<file path="config.mk">
export PLATFORM = sky130hd
export DESIGN_NAME = ebcc_top
export DESIGN_NICKNAME = d
export VERILOG_FILES = /design/src/rtl/ebcc_pkg.sv /design/src/rtl/ebcc_chan_ctrl.sv /design/src/rtl/ebcc_top.sv
export SDC_FILE = /design/constraint.sdc
export NUM_CORES = 1
export LEC_CHECK = 0
export BUFFER_PORTS_ARGS = -buffer_cell sky130_fd_sc_hd__buf_2
export CORE_MARGIN = 2
export CORE_UTILIZATION = 39
export DETAILED_ROUTE_END_ITERATION = 6
export PLACE_DENSITY = 0.59
export SYNTH_ARGS = -nofsm -noshare
export SYNTH_HDL_FRONTEND = slang
export SYNTH_SLANG_ARGS = --single-unit
</file>
<file path="constraint.sdc">
create_clock -name clk_sys_in -period 3.3 [get_ports clk_sys_in]
set_input_delay 0.33 -clock clk_sys_in [delete_from_list [all_inputs] [get_ports clk_sys_in]]
set_output_delay 0.33 -clock clk_sys_in [all_outputs]
set_load 0.05 [all_outputs]
</file>
<file path="src/rtl/ebcc_pkg.sv">
// Behaviour
// - Pointer write 0x00 selects primary bank; 0xAA selects expanded bank.
// - After reset the pointer reads zero and selects the primary bank.
// - Clear force bit lets the negative-data pin pick rails; set forces single rail while recovery is on.
// - Line code bit applies only in single rail with recovery on; 1 means AMI.
// - Recovery bypass bit 0 keeps recovery running, 1 disables it; resets to 0.
// - Set receiver power-down bit powers that receiver down; resets to zero.
// - Set transmitter power-down bit powers it down and floats its line driver.
// - Transmit clock pin held low also powers the transmitter down.
// - Zero-run detect bit enables excessive-zero detection in single rail decoding without AMI.
// - Violation detect runs in single rail without AMI when its bit is 0, stops when 1.
// - Set equalizer bit enables that receiver's equalizer.
// - Loopback config bit 5 enables inband loop code detection; resets to 0.
// - Loopback config bit 4 enables automatic inband loopback.
// - Activate length field bits 3:2 picks compared code bits 7:3 up to 7:0.
// - Deactivate length field bits 1:0 picks compared code bits likewise.
// - Loopback config is one global register shared by all eight channels.
// - Loop flag sets on status change only with its mask and detect enable set.
package ebcc_pkg;
  localparam int NUM_CH = 8;
  // Register indices; byte address is four times the index
  localparam logic [4:0] IDX_SINGLE_RAIL = 5'h00;
  localparam logic [4:0] IDX_LINE_CODE = 5'h01;
  localparam logic [4:0] IDX_RECOVERY = 5'h02;
  localparam logic [4:0] IDX_RX_PDN = 5'h03;
  localparam logic [4:0] IDX_TX_PDN = 5'h04;
  localparam logic [4:0] IDX_ZERO_RUN = 5'h05;
  localparam logic [4:0] IDX_VIOLATION = 5'h06;
  localparam logic [4:0] IDX_EQUALIZER = 5'h07;
  localparam logic [4:0] IDX_LOOP_CFG = 5'h08;
  localparam logic [4:0] IDX_ACT_CODE = 5'h09;
  localparam logic [4:0] IDX_DEACT_CODE = 5'h0A;
  localparam logic [4:0] IDX_LOOP_STATUS = 5'h0B;
  localparam logic [4:0] IDX_LOOP_MASK = 5'h0C;
  localparam logic [4:0] IDX_LOOP_FLAG = 5'h0D;
  localparam logic [4:0] IDX_BANK_PTR = 5'h1F;
  // Bank pointer codes and reset values
  localparam logic [7:0] BANK_PRIMARY = 8'h00;
  localparam logic [7:0] BANK_EXPANDED = 8'hAA;
  localparam logic [7:0] RST_BYTE = 8'h00;
  localparam logic [5:0] RST_LOOP_CFG = 6'h00;
  // Loopback config field positions
  localparam int LCFG_DETECT_BIT = 5;
  localparam int LCFG_AUTO_BIT = 4;
  localparam int LCFG_ACT_LSB = 2;
  localparam int LCFG_DEACT_LSB = 0;
  // Bus answers
  localparam logic [1:0] RESP_OKAY = 2'h0;
  localparam logic [1:0] RESP_SLVERR = 2'h2;
  // Transmit clock hold-low time before power-down
  localparam int CLK_PERIOD_NS = 8;
  localparam int TCLK_HOLD_NS = 2000;
  localparam int TCLK_HOLD_CYC = (TCLK_HOLD_NS + CLK_PERIOD_NS - 1) / CLK_PERIOD_NS;

  // Software-written per-channel vectors
  typedef struct packed {
    logic [7:0] single_rail_force;
    logic [7:0] line_code_sel;
    logic [7:0] recovery_bypass;
    logic [7:0] rx_powerdown;
    logic [7:0] tx_powerdown;
    logic [7:0] zero_run_detect_en;
    logic [7:0] violation_detect_off;
    logic [7:0] rx_equalizer_en;
  } ebcc_chan_cfg_t;

  // Resolved per-channel controls to the line datapath
  typedef struct packed {
    logic [7:0] single_rail;
    logic [7:0] ami_sel;
    logic [7:0] recovery_active;
    logic [7:0] rx_powerdown;
    logic [7:0] tx_powerdown;
    logic [7:0] tx_driver_en;
    logic [7:0] zero_run_detect;
    logic [7:0] violation_detect;
    logic [7:0] rx_equalizer;
  } ebcc_chan_ctrl_t;

  // Global inband loopback controls
  typedef struct packed {
    logic [7:0] activate_code_value;
    logic [7:0] deactivate_code_value;
    logic [7:0] activate_code_mask;
    logic [7:0] deactivate_code_mask;
    logic loop_code_detect_en;
    logic auto_loop_en;
  } ebcc_loop_ctrl_t;
endpackage

</file>
<file path="src/rtl/ebcc_chan_ctrl.sv">
`timescale 1ns/1ps
module ebcc_chan_ctrl #(
  parameter int HOLD_CYC = ebcc_pkg::TCLK_HOLD_CYC
) (
  // Clock and reset
  input wire logic clk_sys_in,
  input wire logic rstn_in,
  // Configuration and pins
  input wire ebcc_pkg::ebcc_chan_cfg_t cfg_in,
  input wire logic [7:0] tx_clock_pin_in,
  input wire logic [7:0] tx_negative_data_pin_in,
  // Resolved controls
  output ebcc_pkg::ebcc_chan_ctrl_t ctrl_out
);
  import ebcc_pkg::*;

  localparam int CW = $clog2(HOLD_CYC + 1);

  // Elaboration check
  if (HOLD_CYC < 1) begin : g_bad_hold
    $error("HOLD_CYC must be at least one");
  end

  ebcc_chan_ctrl_t ctrl_next;
  logic [7:0] held_low;

  // ***********************************************
  // Per-channel pin sync and control resolution
  // ***********************************************
  for (genvar n = 0; n < NUM_CH; n++) begin : g_ch
    logic [1:0] tclk_sync_reg;
    logic [1:0] tdn_sync_reg;
    logic [CW-1:0] low_cnt_reg;
    logic sr;
    logic ami;

    // Two-flop synchronisers
    always_ff @(posedge clk_sys_in or negedge rstn_in) begin
      if (!rstn_in) begin
        tclk_sync_reg <= 2'h0;
        tdn_sync_reg <= 2'h0;
      end else begin
        tclk_sync_reg <= {tclk_sync_reg[0], tx_clock_pin_in[n]};
        tdn_sync_reg <= {tdn_sync_reg[0], tx_negative_data_pin_in[n]};
      end
    end

    // Count cycles of a low transmit clock
    always_ff @(posedge clk_sys_in or negedge rstn_in) begin
      if (!rstn_in) begin
        low_cnt_reg <= '0;
      end else if (tclk_sync_reg[1]) begin
        low_cnt_reg <= '0;
      end else if (low_cnt_reg != CW'(HOLD_CYC)) begin
        low_cnt_reg <= low_cnt_reg + CW'(1);
      end
    end

    assign held_low[n] = (low_cnt_reg == CW'(HOLD_CYC));
    // Force needs recovery on, else dual rail; with force clear the pin picks rails
    assign sr = cfg_in.single_rail_force[n] ? ~cfg_in.recovery_bypass[n]
                                            : tdn_sync_reg[1];
    assign ami = sr & ~cfg_in.recovery_bypass[n] & cfg_in.line_code_sel[n];
    assign ctrl_next.single_rail[n] = sr;
    assign ctrl_next.ami_sel[n] = ami;
    assign ctrl_next.recovery_active[n] = ~cfg_in.recovery_bypass[n];
    assign ctrl_next.rx_powerdown[n] = cfg_in.rx_powerdown[n];
    assign ctrl_next.tx_powerdown[n] = cfg_in.tx_powerdown[n] | held_low[n];
    assign ctrl_next.tx_driver_en[n] = ~(cfg_in.tx_powerdown[n] | held_low[n]);
    assign ctrl_next.zero_run_detect[n] = cfg_in.zero_run_detect_en[n] & sr & ~ami;
    assign ctrl_next.violation_detect[n] = ~cfg_in.violation_detect_off[n] & sr & ~ami;
    assign ctrl_next.rx_equalizer[n] = cfg_in.rx_equalizer_en[n];
  end

  // Output register
  always_ff @(posedge clk_sys_in or negedge rstn_in) begin
    if (!rstn_in) begin
      ctrl_out <= '0;
    end else begin
      ctrl_out <= ctrl_next;
    end
  end
endmodule

</file>
<file path="src/rtl/ebcc_top.sv">
`timescale 1ns/1ps
module ebcc_top #(
  parameter int HOLD_CYC = ebcc_pkg::TCLK_HOLD_CYC
) (
  // Clock and reset
  input wire logic clk_sys_in,
  input wire logic rstn_in,
  // AXI4-Lite write address
  input wire logic [31:0] s_axi_awaddr_in,
  input wire logic s_axi_awvalid_in,
  output logic s_axi_awready_out,
  // AXI4-Lite write data
  input wire logic [31:0] s_axi_wdata_in,
  input wire logic [3:0] s_axi_wstrb_in,
  input wire logic s_axi_wvalid_in,
  output logic s_axi_wready_out,
  // AXI4-Lite write response
  output logic [1:0] s_axi_bresp_out,
  output logic s_axi_bvalid_out,
  input wire logic s_axi_bready_in,
  // AXI4-Lite read address
  input wire logic [31:0] s_axi_araddr_in,
  input wire logic s_axi_arvalid_in,
  output logic s_axi_arready_out,
  // AXI4-Lite read data
  output logic [31:0] s_axi_rdata_out,
  output logic [1:0] s_axi_rresp_out,
  output logic s_axi_rvalid_out,
  input wire logic s_axi_rready_in,
  // Line pins and detector status
  input wire logic [7:0] tx_clock_pin_in,
  input wire logic [7:0] tx_negative_data_pin_in,
  input wire logic [7:0] loop_detect_status_in,
  // Controls to the datapath
  output ebcc_pkg::ebcc_chan_ctrl_t chan_ctrl_out,
  output ebcc_pkg::ebcc_loop_ctrl_t loop_ctrl_out,
  output logic bank_expanded_out
);
  import ebcc_pkg::*;

  // ***********************************************
  // Storage
  // ***********************************************
  logic [7:0] bank_ptr_reg;
  ebcc_chan_cfg_t cfg_reg;
  logic [5:0] loop_cfg_reg;
  logic [7:0] act_code_reg;
  logic [7:0] deact_code_reg;
  logic [7:0] loop_mask_reg;
  logic [7:0] loop_flag_reg;
  logic [7:0] loop_flag_next;
  logic [7:0] det_sync0_reg;
  logic [7:0] det_sync1_reg;
  logic [7:0] det_prev_reg;

  // Write channel state
  logic aw_have_reg;
  logic w_have_reg;
  logic [31:0] aw_addr_reg;
  logic [7:0] w_data_reg;
  logic w_lane0_reg;
  logic do_write;
  logic wr_hit;
  logic rd_hit;
  logic [7:0] rd_byte;
  logic rd_status;

  // Compare mask from a code length field
  function automatic logic [7:0] len_mask(input logic [1:0] len);
    unique case (len)
      2'h0: len_mask = 8'hF8;
      2'h1: len_mask = 8'hFC;
      2'h2: len_mask = 8'hFE;
      2'h3: len_mask = 8'hFF;
    endcase
  endfunction

  // Address decode against the current bank
  function automatic logic addr_hit(input logic [31:0] addr, input logic expanded);
    logic [4:0] idx;
    idx = addr[6:2];
    addr_hit = 1'b0;
    if (addr[31:7] == 25'h0) begin
      if (idx == IDX_BANK_PTR) begin
        addr_hit = 1'b1;
      end else if (expanded && idx <= IDX_LOOP_FLAG) begin
        addr_hit = 1'b1;
      end
    end
  endfunction

  assign do_write = aw_have_reg & w_have_reg & ~s_axi_bvalid_out;
  assign wr_hit = addr_hit(aw_addr_reg, bank_expanded_out);
  assign rd_hit = addr_hit(s_axi_araddr_in, bank_expanded_out);
  assign rd_status = s_axi_arvalid_in & s_axi_arready_out & rd_hit
                     & (s_axi_araddr_in[6:2] == IDX_LOOP_STATUS);

  // ***********************************************
  // AXI4-Lite write path
  // ***********************************************
  // Address capture; ready returns after the response
  always_ff @(posedge clk_sys_in or negedge rstn_in) begin
    if (!rstn_in) begin
      s_axi_awready_out <= 1'b1;
      aw_have_reg <= 1'b0;
      aw_addr_reg <= 32'h0;
    end else if (s_axi_awvalid_in && s_axi_awready_out) begin
      s_axi_awready_out <= 1'b0;
      aw_have_reg <= 1'b1;
      aw_addr_reg <= s_axi_awaddr_in;
    end else if (do_write) begin
      aw_have_reg <= 1'b0;
    end else if (s_axi_bvalid_out && s_axi_bready_in) begin
      s_axi_awready_out <= 1'b1;
    end
  end

  // Data capture; only the low lane carries register data
  always_ff @(posedge clk_sys_in or negedge rstn_in) begin
    if (!rstn_in) begin
      s_axi_wready_out <= 1'b1;
      w_have_reg <= 1'b0;
      w_data_reg <= 8'h00;
      w_lane0_reg <= 1'b0;
    end else if (s_axi_wvalid_in && s_axi_wready_out) begin
      s_axi_wready_out <= 1'b0;
      w_have_reg <= 1'b1;
      w_data_reg <= s_axi_wdata_in[7:0];
      w_lane0_reg <= s_axi_wstrb_in[0];
    end else if (do_write) begin
      w_have_reg <= 1'b0;
    end else if (s_axi_bvalid_out && s_axi_bready_in) begin
      s_axi_wready_out <= 1'b1;
    end
  end

  // Response once both halves are in
  always_ff @(posedge clk_sys_in or negedge rstn_in) begin
    if (!rstn_in) begin
      s_axi_bvalid_out <= 1'b0;
      s_axi_bresp_out <= RESP_OKAY;
    end else if (do_write) begin
      s_axi_bvalid_out <= 1'b1;
      s_axi_bresp_out <= wr_hit ? RESP_OKAY : RESP_SLVERR;
    end else if (s_axi_bready_in) begin
      s_axi_bvalid_out <= 1'b0;
    end
  end

  // ***********************************************
  // Register updates
  // ***********************************************
  // Bank pointer takes only the two legal codes
  always_ff @(posedge clk_sys_in or negedge rstn_in) begin
    if (!rstn_in) begin
      bank_ptr_reg <= BANK_PRIMARY;
      bank_expanded_out <= 1'b0;
    end else if (do_write && wr_hit && w_lane0_reg && aw_addr_reg[6:2] == IDX_BANK_PTR) begin
      if (w_data_reg == BANK_PRIMARY || w_data_reg == BANK_EXPANDED) begin
        bank_ptr_reg <= w_data_reg;
        bank_expanded_out <= (w_data_reg == BANK_EXPANDED);
      end
    end
  end

  // Expanded bank configuration
  always_ff @(posedge clk_sys_in or negedge rstn_in) begin
    if (!rstn_in) begin
      cfg_reg <= '0;
      loop_cfg_reg <= RST_LOOP_CFG;
      act_code_reg <= RST_BYTE;
      deact_code_reg <= RST_BYTE;
      loop_mask_reg <= RST_BYTE;
    end else if (do_write && wr_hit && w_lane0_reg && bank_expanded_out) begin
      unique case (aw_addr_reg[6:2])
        IDX_SINGLE_RAIL: cfg_reg.single_rail_force <= w_data_reg;
        IDX_LINE_CODE: cfg_reg.line_code_sel <= w_data_reg;
        IDX_RECOVERY: cfg_reg.recovery_bypass <= w_data_reg;
        IDX_RX_PDN: cfg_reg.rx_powerdown <= w_data_reg;
        IDX_TX_PDN: cfg_reg.tx_powerdown <= w_data_reg;
        IDX_ZERO_RUN: cfg_reg.zero_run_detect_en <= w_data_reg;
        IDX_VIOLATION: cfg_reg.violation_detect_off <= w_data_reg;
        IDX_EQUALIZER: cfg_reg.rx_equalizer_en <= w_data_reg;
        IDX_LOOP_CFG: loop_cfg_reg <= w_data_reg[5:0];
        IDX_ACT_CODE: act_code_reg <= w_data_reg;
        IDX_DEACT_CODE: deact_code_reg <= w_data_reg;
        IDX_LOOP_MASK: loop_mask_reg <= w_data_reg;
        default: ;
      endcase
    end
  end

  // ***********************************************
  // Loop detector status and flags
  // ***********************************************
  // Status synchroniser and edge history
  always_ff @(posedge clk_sys_in or negedge rstn_in) begin
    if (!rstn_in) begin
      det_sync0_reg <= 8'h00;
      det_sync1_reg <= 8'h00;
      det_prev_reg <= 8'h00;
    end else begin
      det_sync0_reg <= loop_detect_status_in;
      det_sync1_reg <= det_sync0_reg;
      det_prev_reg <= det_sync1_reg;
    end
  end

  // Set on gated change wins over clear by status read
  always_comb begin
    loop_flag_next = loop_flag_reg;
    if (rd_status) begin
      loop_flag_next = 8'h00;
    end
    loop_flag_next = loop_flag_next | ((det_sync1_reg ^ det_prev_reg) & loop_mask_reg
                     & {8{loop_cfg_reg[LCFG_DETECT_BIT]}});
  end

  always_ff @(posedge clk_sys_in or negedge rstn_in) begin
    if (!rstn_in) begin
      loop_flag_reg <= RST_BYTE;
    end else begin
      loop_flag_reg <= loop_flag_next;
    end
  end

  // ***********************************************
  // Read path
  // ***********************************************
  always_comb begin
    rd_byte = 8'h00;
    unique case (s_axi_araddr_in[6:2])
      IDX_SINGLE_RAIL: rd_byte = cfg_reg.single_rail_force;
      IDX_LINE_CODE: rd_byte = cfg_reg.line_code_sel;
      IDX_RECOVERY: rd_byte = cfg_reg.recovery_bypass;
      IDX_RX_PDN: rd_byte = cfg_reg.rx_powerdown;
      IDX_TX_PDN: rd_byte = cfg_reg.tx_powerdown;
      IDX_ZERO_RUN: rd_byte = cfg_reg.zero_run_detect_en;
      IDX_VIOLATION: rd_byte = cfg_reg.violation_detect_off;
      IDX_EQUALIZER: rd_byte = cfg_reg.rx_equalizer_en;
      IDX_LOOP_CFG: rd_byte = {2'h0, loop_cfg_reg};
      IDX_ACT_CODE: rd_byte = act_code_reg;
      IDX_DEACT_CODE: rd_byte = deact_code_reg;
      IDX_LOOP_STATUS: rd_byte = det_sync1_reg;
      IDX_LOOP_MASK: rd_byte = loop_mask_reg;
      IDX_LOOP_FLAG: rd_byte = loop_flag_reg;
      IDX_BANK_PTR: rd_byte = bank_ptr_reg;
      default: rd_byte = 8'h00;
    endcase
  end

  // One read under way; answer the cycle after the address
  always_ff @(posedge clk_sys_in or negedge rstn_in) begin
    if (!rstn_in) begin
      s_axi_arready_out <= 1'b1;
      s_axi_rvalid_out <= 1'b0;
      s_axi_rdata_out <= 32'h0;
      s_axi_rresp_out <= RESP_OKAY;
    end else if (s_axi_arvalid_in && s_axi_arready_out) begin
      s_axi_arready_out <= 1'b0;
      s_axi_rvalid_out <= 1'b1;
      s_axi_rdata_out <= rd_hit ? {24'h0, rd_byte} : 32'h0;
      s_axi_rresp_out <= rd_hit ? RESP_OKAY : RESP_SLVERR;
    end else if (s_axi_rvalid_out && s_axi_rready_in) begin
      s_axi_rvalid_out <= 1'b0;
      s_axi_arready_out <= 1'b1;
    end
  end

  // ***********************************************
  // Datapath controls
  // ***********************************************
  // Global loopback controls for all channels
  always_ff @(posedge clk_sys_in or negedge rstn_in) begin
    if (!rstn_in) begin
      loop_ctrl_out <= '0;
    end else begin
      loop_ctrl_out.loop_code_detect_en <= loop_cfg_reg[LCFG_DETECT_BIT];
      loop_ctrl_out.auto_loop_en <= loop_cfg_reg[LCFG_AUTO_BIT];
      loop_ctrl_out.activate_code_mask <=
        len_mask(loop_cfg_reg[LCFG_ACT_LSB +: 2]);
      loop_ctrl_out.deactivate_code_mask <=
        len_mask(loop_cfg_reg[LCFG_DEACT_LSB +: 2]);
      loop_ctrl_out.activate_code_value <= act_code_reg;
      loop_ctrl_out.deactivate_code_value <= deact_code_reg;
    end
  end

  ebcc_chan_ctrl #(
    .HOLD_CYC(HOLD_CYC)
  ) u_chan_ctrl (
    .clk_sys_in(clk_sys_in),
    .rstn_in(rstn_in),
    .cfg_in(cfg_reg),
    .tx_clock_pin_in(tx_clock_pin_in),
    .tx_negative_data_pin_in(tx_negative_data_pin_in),
    .ctrl_out(chan_ctrl_out)
  );
endmodule
</file>
==> impl_metrics.tcl, run 1 <==
set metrics [dict create \
    path_buf_inv 1 \
    rows 72 \
    first_pass_iters 5 \
    setup_viol 0 \
    setup_tns_ns 0 \
    slew_headroom_pct 46.7 \
    path_class "reg -> reg" \
    synth_top_area_share_pct 61.9 \
    drt-initial-drc-count 447 \
    min_period_ns 2.55 \
    die_area_um2 41100 \
    ir_drop_mv 0.481 \
    nets 1653 \
    clk_pin_slew_ns 0.06 \
    gp_congestion 0.846 \
    reg2regPathDepth 6 \
    critPathMaxFanout 12 \
    maxCapViolations 0 \
    power.density_nw_per_um2 595 \
    antenna_found_initial 0 \
    synthTopCellsByArea "dfrtp_1, mux2_2, nor2_1" \
    postSynthAreaPerCell_um2 12.7 \
    synth_edf_count 0 \
    synthSimpleGateAreaFrac_pct 12.7 \
    port_buffers 221 \
    start_util_pct 39.7 \
    grt_overflow_total 0 \
    ios 279 \
    outcome "complete, no violations" \
    worst_clock_skew_ns 0.0154 \
    clk_latency_ns 0.55 \
    core_area_um2 38800 \
    largest_register_ffs 72 \
    fin_crit_sh_pct 77.3 \
    slew_violations 0 \
    yosys_warnings 0 \
    cts_root_buf "clkbuf_16" \
    cts-htree-levels 2 \
    ys_ff_latch 384 \
    max_freq_ghz 0.392 \
    grt_pass1_vias 10700 \
    final_cell_count_no_fill 2058 \
    wl_per_cell_um 18.0 \
    vias_per_cell 5.01 \
    grt_pass1_wl_mm 59.0 \
    yosysSeqAreaShare_pct 62.4 \
    place_inst 1916 \
    synthArstFlopShare_pct 100 \
    final_common_cell "dfrtp_1" \
    crit_path_end_kind "register" \
    path_cells "nor4_1 -> nand4_1 -> nor4_4 -> buf_4 -> nand3_1 -> mux2_2" \
    place.detailed.hpwl_mm 26.1 \
    areaGrowthSynthToFinish_pct 23.8 \
    synth_top_family_by_area "simple AND/OR/NAND/NOR gates" \
    drc 0 \
    synth.distinct_cells 59 \
    path_delay_family "simple AND/OR/NAND/NOR gates" \
    hold_depth 2 \
    cts_buffers 43 \
    synth_fa_ha_area_share_pct 1.30 \
    layout_common_cells "dfrtp_1, buf_2, mux2_2" \
    path_depth 6 \
    p_leak_nw 9.14 \
    max_stage_delay_ns 0.38 \
    final_antenna_net_count 0 \
    synthXorXnorAreaFrac_pct 2.27 \
    rsz0062_at_grt "false" \
    netlist_instances 1212 \
    fill_cells 3433 \
    worst_path_max_delay_cell "dfrtp_1" \
    tightest_slew_ns 0.796 \
    clock_sinks 384 \
    drive_above_1_share_pct 31.1 \
    yosys.area.top_type "dfrtp_1" \
    fin_util_pct 49.1 \
    vias 10300 \
    ys.flop_type "dfrtp_1" \
    finalWirelength_mm 37.1 \
    ctsLongestPathBuffers 3 \
    grt_max_degree 86 \
    required_ns 3.73 \
    synthMuxAreaShare_pct 12.0 \
    die_w_um 203 \
    synth_compound_area_share_pct 5.68 \
    hold_viol_final 0 \
    tritoncts "built" \
    syn_area_um2 15400 \
    die_h_um 203 \
    hold_class "in -> reg" \
    grt_usage_pct 18.4 \
    worst_ep_arrival_time_ns 2.97 \
    crit_path_start_kind "register" \
]
==> what timing repair did <==
action	4_1_cts	5_1_grt
hold buffers	63	0
buffers inserted	0	0
hold endpoints to repair	140	0
gates resized for setup	0	0
==> metrics by stage <==
| stage | hold WS (ns) | setup WS (ns) | power [W] | instance area (um2) |
|---|---|---|---|---|
| after floorplan | 0.0344 | 1.04 | 0.00620 | 15500 |
| after global placement | 0.333 | 0.762 | 0.00661 | 17000 |
| after detailed placement | 0.335 | 0.751 | 0.00665 | 17000 |
| after CTS | 0.00161 | 0.739 | 0.0115 | 19100 |
| after global routing | 0.00993 | 0.614 | 0.0119 | 19100 |
| final | 0.0255 | 0.751 | 0.0114 | 19100 |
==> kinds of logic (layout without fill, tap and decap cells) <==
logic type      after synthesis  in the layout
flops                       384            384
simple gates                364            364
mux                         165            165
compound gates              132            132
buf+inv                     109            411
xor+xnor                     40             40
fa+ha+maj                    16             16
other cells                   2             28
==> cell type report <==
cell class	instances	area (um2)	area share (%)
Sequential cell	384	9610	50.4
Multi-Input combinational cell	744	5350	28.0
Timing Repair Buffer	298	1910	10.0
Clock buffer	62	1270	6.66
Tap cell	518	648	3.40
Clock inverter	16	148	0.774
Inverter	35	131	0.689
Antenna cell	1	2.50	0.0131
==> layer usage <==
layer | track usage [%] | routed length, um | vias up | part of all wire, %
met5 | 0 | 0 | - | 0
met3 | 4.48 | 2500 | 57 | 6.7
met1 | 24.2 | 16100 | 5148 | 43
met2 | 30.1 | 17700 | 315 | 48
met4 | 5.74 | 814 | 0 | 2.2
li1 | - | - | 4791 | -
==> cell usage after synthesis (18+ instances only) <==
master / number
mux2_2: 144
clkbuf_1: 24
nor2_1: 99
a21oi_1: 41
buf_4: 35
nand2_1: 65
xor2_1: 32
inv_1: 35
nand3_1: 40
dfrtp_1: 381
and3_1: 19
nor3_1: 26
or3_1: 18
o21ai_0: 27
==> power breakdown <==
part	leakage [nW]	internal, W	switching (W)
clock	0.697	0.00284	0.00189
sequential	5.00	0.00504	0.000470
combinational	3.44	0.000458	0.000652
total	9.14	0.00834	0.00302
==> final timing paths <==
kind | endpoint | slack [ns] | startpoint
worst max-delay path | loop_cfg_reg[0]$_DFFE_PN0P_ | 0.75 | aw_addr_reg[14]$_DFFE_PN0P_
worst min-delay path | aw_addr_reg[14]$_DFFE_PN0P_ | 0.03 | s_axi_awaddr_in[14]
worst max register to register | loop_cfg_reg[0]$_DFFE_PN0P_ | 0.75 | aw_addr_reg[14]$_DFFE_PN0P_
worst min register to register | u_chan_ctrl.g_ch[5].tclk_sync_reg[1]$_DFF_PN0_ | 0.35 | u_chan_ctrl.g_ch[5].tclk_sync_reg[0]$_DFF_PN0_
max in group asynchronous | aw_addr_reg[13]$_DFFE_PN0P_ | 1.99 | rstn_in
min in group asynchronous | u_chan_ctrl.ctrl_out[28]$_DFF_PN0_ | 0.39 | rstn_in
Note: power is estimated with default switching activity, not from simulation.
==> run 2: changes to the inputs <==
clock period = 2.6 ns   (was 3.3 ns; I/O delays follow)
==> impl_metrics.tcl, run 2 (synthesis results as in run 1) <==
set metrics [dict create \
    outcome "complete, no violations" \
    rsz0062_at_grt "false" \
    setup_viol 0 \
    required_ns 3.04 \
    start_util_pct 39.7 \
    path_class "reg -> reg" \
    crit_path_start_kind "register" \
    cts-htree-levels 2 \
    rrSetupSlack_ns 0.12 \
    nets 1680 \
    final_common_cell "dfrtp_1" \
    slew_headroom_pct 53.5 \
    cts_root_buf "clkbuf_16" \
    die_h_um 203 \
    grt_overflow_total 0 \
    holdWs_ns 0.136 \
    largest_register_ffs 72 \
    post-route-cell-area_um2 19400 \
    ios 279 \
    core_area_um2 38800 \
    slew_violations 0 \
    grt_pass1_vias 10700 \
    p_leak_nw 9.34 \
    rows 72 \
    clk_pin_slew_ns 0.06 \
    first_pass_iters 5 \
    critPathMaxFanout 8 \
    grt_usage_pct 18.6 \
    die_w_um 203 \
    startpoint "aw_addr_reg[14]$_DFFE_PN0P_" \
    drc 0 \
    grt_max_degree 84 \
    ir_drop_mv 0.530 \
    max_freq_ghz 0.403 \
    worst_clock_skew_ns 0.0155 \
    die_area_um2 41100 \
    reg2regPathDepth 6 \
    rr_startpoint "aw_addr_reg[14]$_DFFE_PN0P_" \
    cts_setup_buffers 0 \
    antenna_found_initial 0 \
    fin_util_pct 50.0 \
    min_period_ns 2.48 \
    power.density_nw_per_um2 773 \
    diodes 0 \
    drt-initial-drc-count 543 \
    hold_viol_final 0 \
    tritoncts "built" \
    final_antenna_net_count 0 \
    grt_pass1_wl_mm 59.5 \
    layout_common_cells "dfrtp_1, buf_2, mux2_2" \
    pre_cts_ws_ns 0.128 \
    setup_tns_ns 0 \
    wl_per_cell_um 18.1 \
    fin_crit_sh_pct 95.5 \
    crit_path_end_kind "register" \
    finalWirelength_mm 37.6 \
    tightest_slew_ns 0.694 \
    vias 10400 \
    cts_buffers 42 \
    place.detailed.hpwl_mm 26.2 \
    gp_congestion 0.833 \
    areaGrowthSynthToFinish_pct 25.9 \
    worst_ep_arrival_time_ns 2.92 \
    reg2reg_to "act_code_reg[7]$_DFFE_PN0P_" \
    hold_class "in -> reg" \
    clk_latency_ns 0.56 \
    vias_per_cell 5.01 \
    ctsLongestPathBuffers 3 \
    maxCapViolations 0 \
    setup.worst_path.end "act_code_reg[7]$_DFFE_PN0P_" \
    port_buffers 221 \
    placed_area_um2 17200 \
    clock_sinks 384 \
    drive_above_1_share_pct 32.0 \
    fin_ws_ns 0.117 \
]
## run 2: changes by cell type in the layout (fill, tap and decap cells not counted), sizes merged
cell / change
buf: +19
bufinv: +4
clkbuf: -2
clkinv: -2
clkinvlp: -3
diode: -1
dlygate4sd3: +9
## run 2: how the worst min path moves through the flow
stage	startpoint	endpoint	slack, ns	cells after the start
after floorplan	rstn_in	act_code_reg[0]$_DFFE_PN0P_	-0.04	0
after global placement	rstn_in	u_chan_ctrl.g_ch[4].tclk_sync_reg[1]$_DFF_PN0_	0.24	1
after detailed placement	rstn_in	u_chan_ctrl.g_ch[4].tclk_sync_reg[1]$_DFF_PN0_	0.25	1
after CTS	s_axi_araddr_in[13]	s_axi_rresp_out[1]$_DFFE_PN0P_	0.11	4
after global routing	s_axi_araddr_in[20]	s_axi_rresp_out[1]$_DFFE_PN0P_	0.13	4
final	s_axi_araddr_in[13]	s_axi_rresp_out[1]$_DFFE_PN0P_	0.14	4
## run 2: metrics by stage
stage	total power, W	std cells
after global placement	0.00846	1935
after floorplan	0.00786	1237
after CTS	0.0152	2082
after detailed placement	0.00851	1935
after global routing	0.0156	2082
final	0.0150	2082
## run 2: final cells by class
class	count	area, um2
Clock buffer	60	1290
Clock inverter	15	236
Fill cell	3442	19400
Inverter	35	131
Multi-Input combinational cell	744	5350
Sequential cell	384	9610
Tap cell	518	648
Timing Repair Buffer	326	2130
## run 2: timing repair
action,4_1_cts,5_1_grt
gates resized for setup,0,0
hold buffers,72,0
hold endpoints to repair,124,0
## run 2: routing by layer
| layer | track usage, % | vias up | routed length [um] |
|---|---|---|---|
| li1 | - | 4837 | - |
| met2 | 30.3 | 299 | 17900 |
| met1 | 24.8 | 5251 | 16500 |
| met3 | 4.32 | 52 | 2480 |
| met5 | 0 | - | 0 |
| met4 | 5.60 | 0 | 722 |
## run 2: power breakdown
group	total [W]	switching, W	internal (W)
registers	0.00679	0.000392	0.00640
logic	0.00171	0.00105	0.000664
clock network	0.00650	0.00245	0.00405
## run 2: critical path: stages, from the launching register on
cell and delay [ns]:
dfrtp_1 0.38, nor4_1 0.38, nand4_1 0.29, nor4_4 0.42, buf_4 0.31, nand3_4 0.22
mux2_2 0.35
==> run 3: changes to the inputs <==
CTS_BUF_LIST = sky130_fd_sc_hd__clkbuf_4 sky130_fd_sc_hd__clkbuf_8   (was unset)
==> impl_metrics.tcl, run 3 (synthesis results as in run 1) <==
set metrics [dict create \
    outcome "complete, no violations" \
    power.share.switching_pct 26.8 \
    fill_cells 3463 \
    worst_path_max_delay_cell "dfrtp_1" \
    grt_pass1_vias 10900 \
    clkPwrFrac_pct 41.7 \
    power_frac_comb_pct 11.7 \
    ios 279 \
    intPower_w 0.0107 \
    vias 10600 \
    rsz0062_at_grt "false" \
    setup_tns_ns 0 \
    p_leak_nw 9.39 \
    final_cell_count_no_fill 2133 \
    maxCapViolations 0 \
    largest_register_ffs 72 \
    tightest_slew_ns 0.711 \
    seqPwrFrac_pct 46.6 \
    core_area_um2 38800 \
    fin_util_pct 50.0 \
    clock_sinks 384 \
    min_period_ns 2.44 \
    grt_max_degree 84 \
    cts-resized-gates 0 \
    final_common_cell "dfrtp_1" \
    antenna_found_initial 0 \
    clk_pin_slew_ns 0.06 \
    max_freq_ghz 0.410 \
    die_h_um 203 \
    grt_pass1_wl_mm 59.7 \
    die_area_um2 41100 \
    port_buffers 221 \
    critPathMaxFanout 8 \
    start_util_pct 39.7 \
    finalWirelength_mm 37.7 \
    place_inst 1935 \
    setup_viol 0 \
    path_cells "nor4_1 -> nand4_1 -> buf_4 -> or2_1 -> nor4_4 -> buf_4 -> mux2_2" \
    path_delay_family "simple AND/OR/NAND/NOR gates" \
    drive_above_1_share_pct 34.4 \
    area.sequential_um2 9610 \
    worst_clock_skew_ns 0.0263 \
    grt_usage_pct 18.7 \
    worst_ep_arrival_time_ns 2.93 \
    first_pass_iters 5 \
    wl_per_cell_um 17.7 \
    power.density_nw_per_um2 751 \
    hold_class "in -> reg" \
    grt_overflow_total 0 \
    crit_path_end_kind "register" \
    hold_viol_final 0 \
    final_antenna_net_count 0 \
    path_buf_inv 2 \
    ir_drop_mv 0.509 \
    slew_violations 0 \
    multi_input_area_um2 5350 \
    drc 0 \
    ctsLongestPathBuffers 3 \
    slew_headroom_pct 52.4 \
    crit_path_start_kind "register" \
    switchingPower_w 0.00391 \
    crit_path_frequent_cell "buf_4" \
    diodes 0 \
    fin_ws_ns 0.161 \
    required_ns 3.09 \
    tritoncts "built" \
    path_class "reg -> reg" \
    cts-htree-levels 3 \
    drt-initial-drc-count 553 \
    die_w_um 203 \
    gp_congestion 0.833 \
    vias_per_cell 4.99 \
    nets 1709 \
    layout_common_cells "dfrtp_1, buf_2, mux2_2" \
    clk_latency_ns 0.60 \
    cts_root_buf "clkbuf_8" \
    fin_crit_sh_pct 93.8 \
    power_w 0.0146 \
    cts_buffers 69 \
    max_stage_delay_ns 0.38 \
    pre_cts_ws_ns 0.128 \
    rows 72 \
    place.detailed.hpwl_mm 26.2 \
    areaGrowthSynthToFinish_pct 26.0 \
]
## run 3: layer usage
metal  part of all wire, %  track usage, %
met1                    43            24.3
met2                    48            30.2
met3                   7.3            5.22
met4                   2.3            6.18
met5                     0               0
## run 3: tightest hold or removal path, delay by kind of cell
kind                   cells  cell delay, ns
and+or+nand+nor            3            0.28
buffers and inverters      1            0.09
## run 3: final cells by class
| type | instances | share of cell area, % |
|---|---|---|
| multi-input cells | 744 | 27.5 |
| inverters | 35 | 0.677 |
| repair buffers | 328 | 11.1 |
| clock inverters | 18 | 0.922 |
| well taps | 518 | 3.34 |
| flip-flops and latches | 384 | 49.5 |
| clock buffers | 106 | 6.93 |
## run 3: power by group through the flow
stage | clock network [W] | registers (W) | logic (W)
after floorplan | 0 | 0.00685 | 0.00101
after global placement | 0 | 0.00687 | 0.00159
after detailed placement | 0 | 0.00689 | 0.00162
after CTS | 0.00629 | 0.00679 | 0.00172
after global routing | 0.00656 | 0.00685 | 0.00186
final | 0.00608 | 0.00679 | 0.00171
## run 3: final timing paths
kind | from | to | slack, ns | depth (start not counted)
max reg2reg | aw_addr_reg[14]$_DFFE_PN0P_ | bank_ptr_reg[3]$_DFFE_PN0P_ | 0.16 | 7
min | s_axi_araddr_in[13] | s_axi_rresp_out[1]$_DFFE_PN0P_ | 0.07 | 4
max | aw_addr_reg[14]$_DFFE_PN0P_ | bank_ptr_reg[3]$_DFFE_PN0P_ | 0.16 | 7
max in group asynchronous | rstn_in | s_axi_arready_out$_DFFE_PN1P_ | 1.55 | 3
min in group asynchronous | rstn_in | u_chan_ctrl.g_ch[4].low_cnt_reg[2]$_DFFE_PN0P_ | 0.19 | 2
min reg2reg | u_chan_ctrl.g_ch[7].tdn_sync_reg[0]$_DFF_PN0_ | u_chan_ctrl.g_ch[7].tdn_sync_reg[1]$_DFF_PN0_ | 0.34 | 0
## run 3: per-stage QoR
stage          hold WS [ns]  area [um2]
4_1_cts              0.0213       19400
3_3_place_gp          0.243       17200
6_report             0.0718       19400
2_1_floorplan       -0.0356       15500
5_1_grt              0.0514       19400
3_5_place_dp          0.245       17200
## run 3: repair_timing
action                     in CTS  in global routing
hold buffers                   72                  0
setup buffers                   0                  2
setup endpoints to repair       0                  3
hold endpoints to repair      124                  0
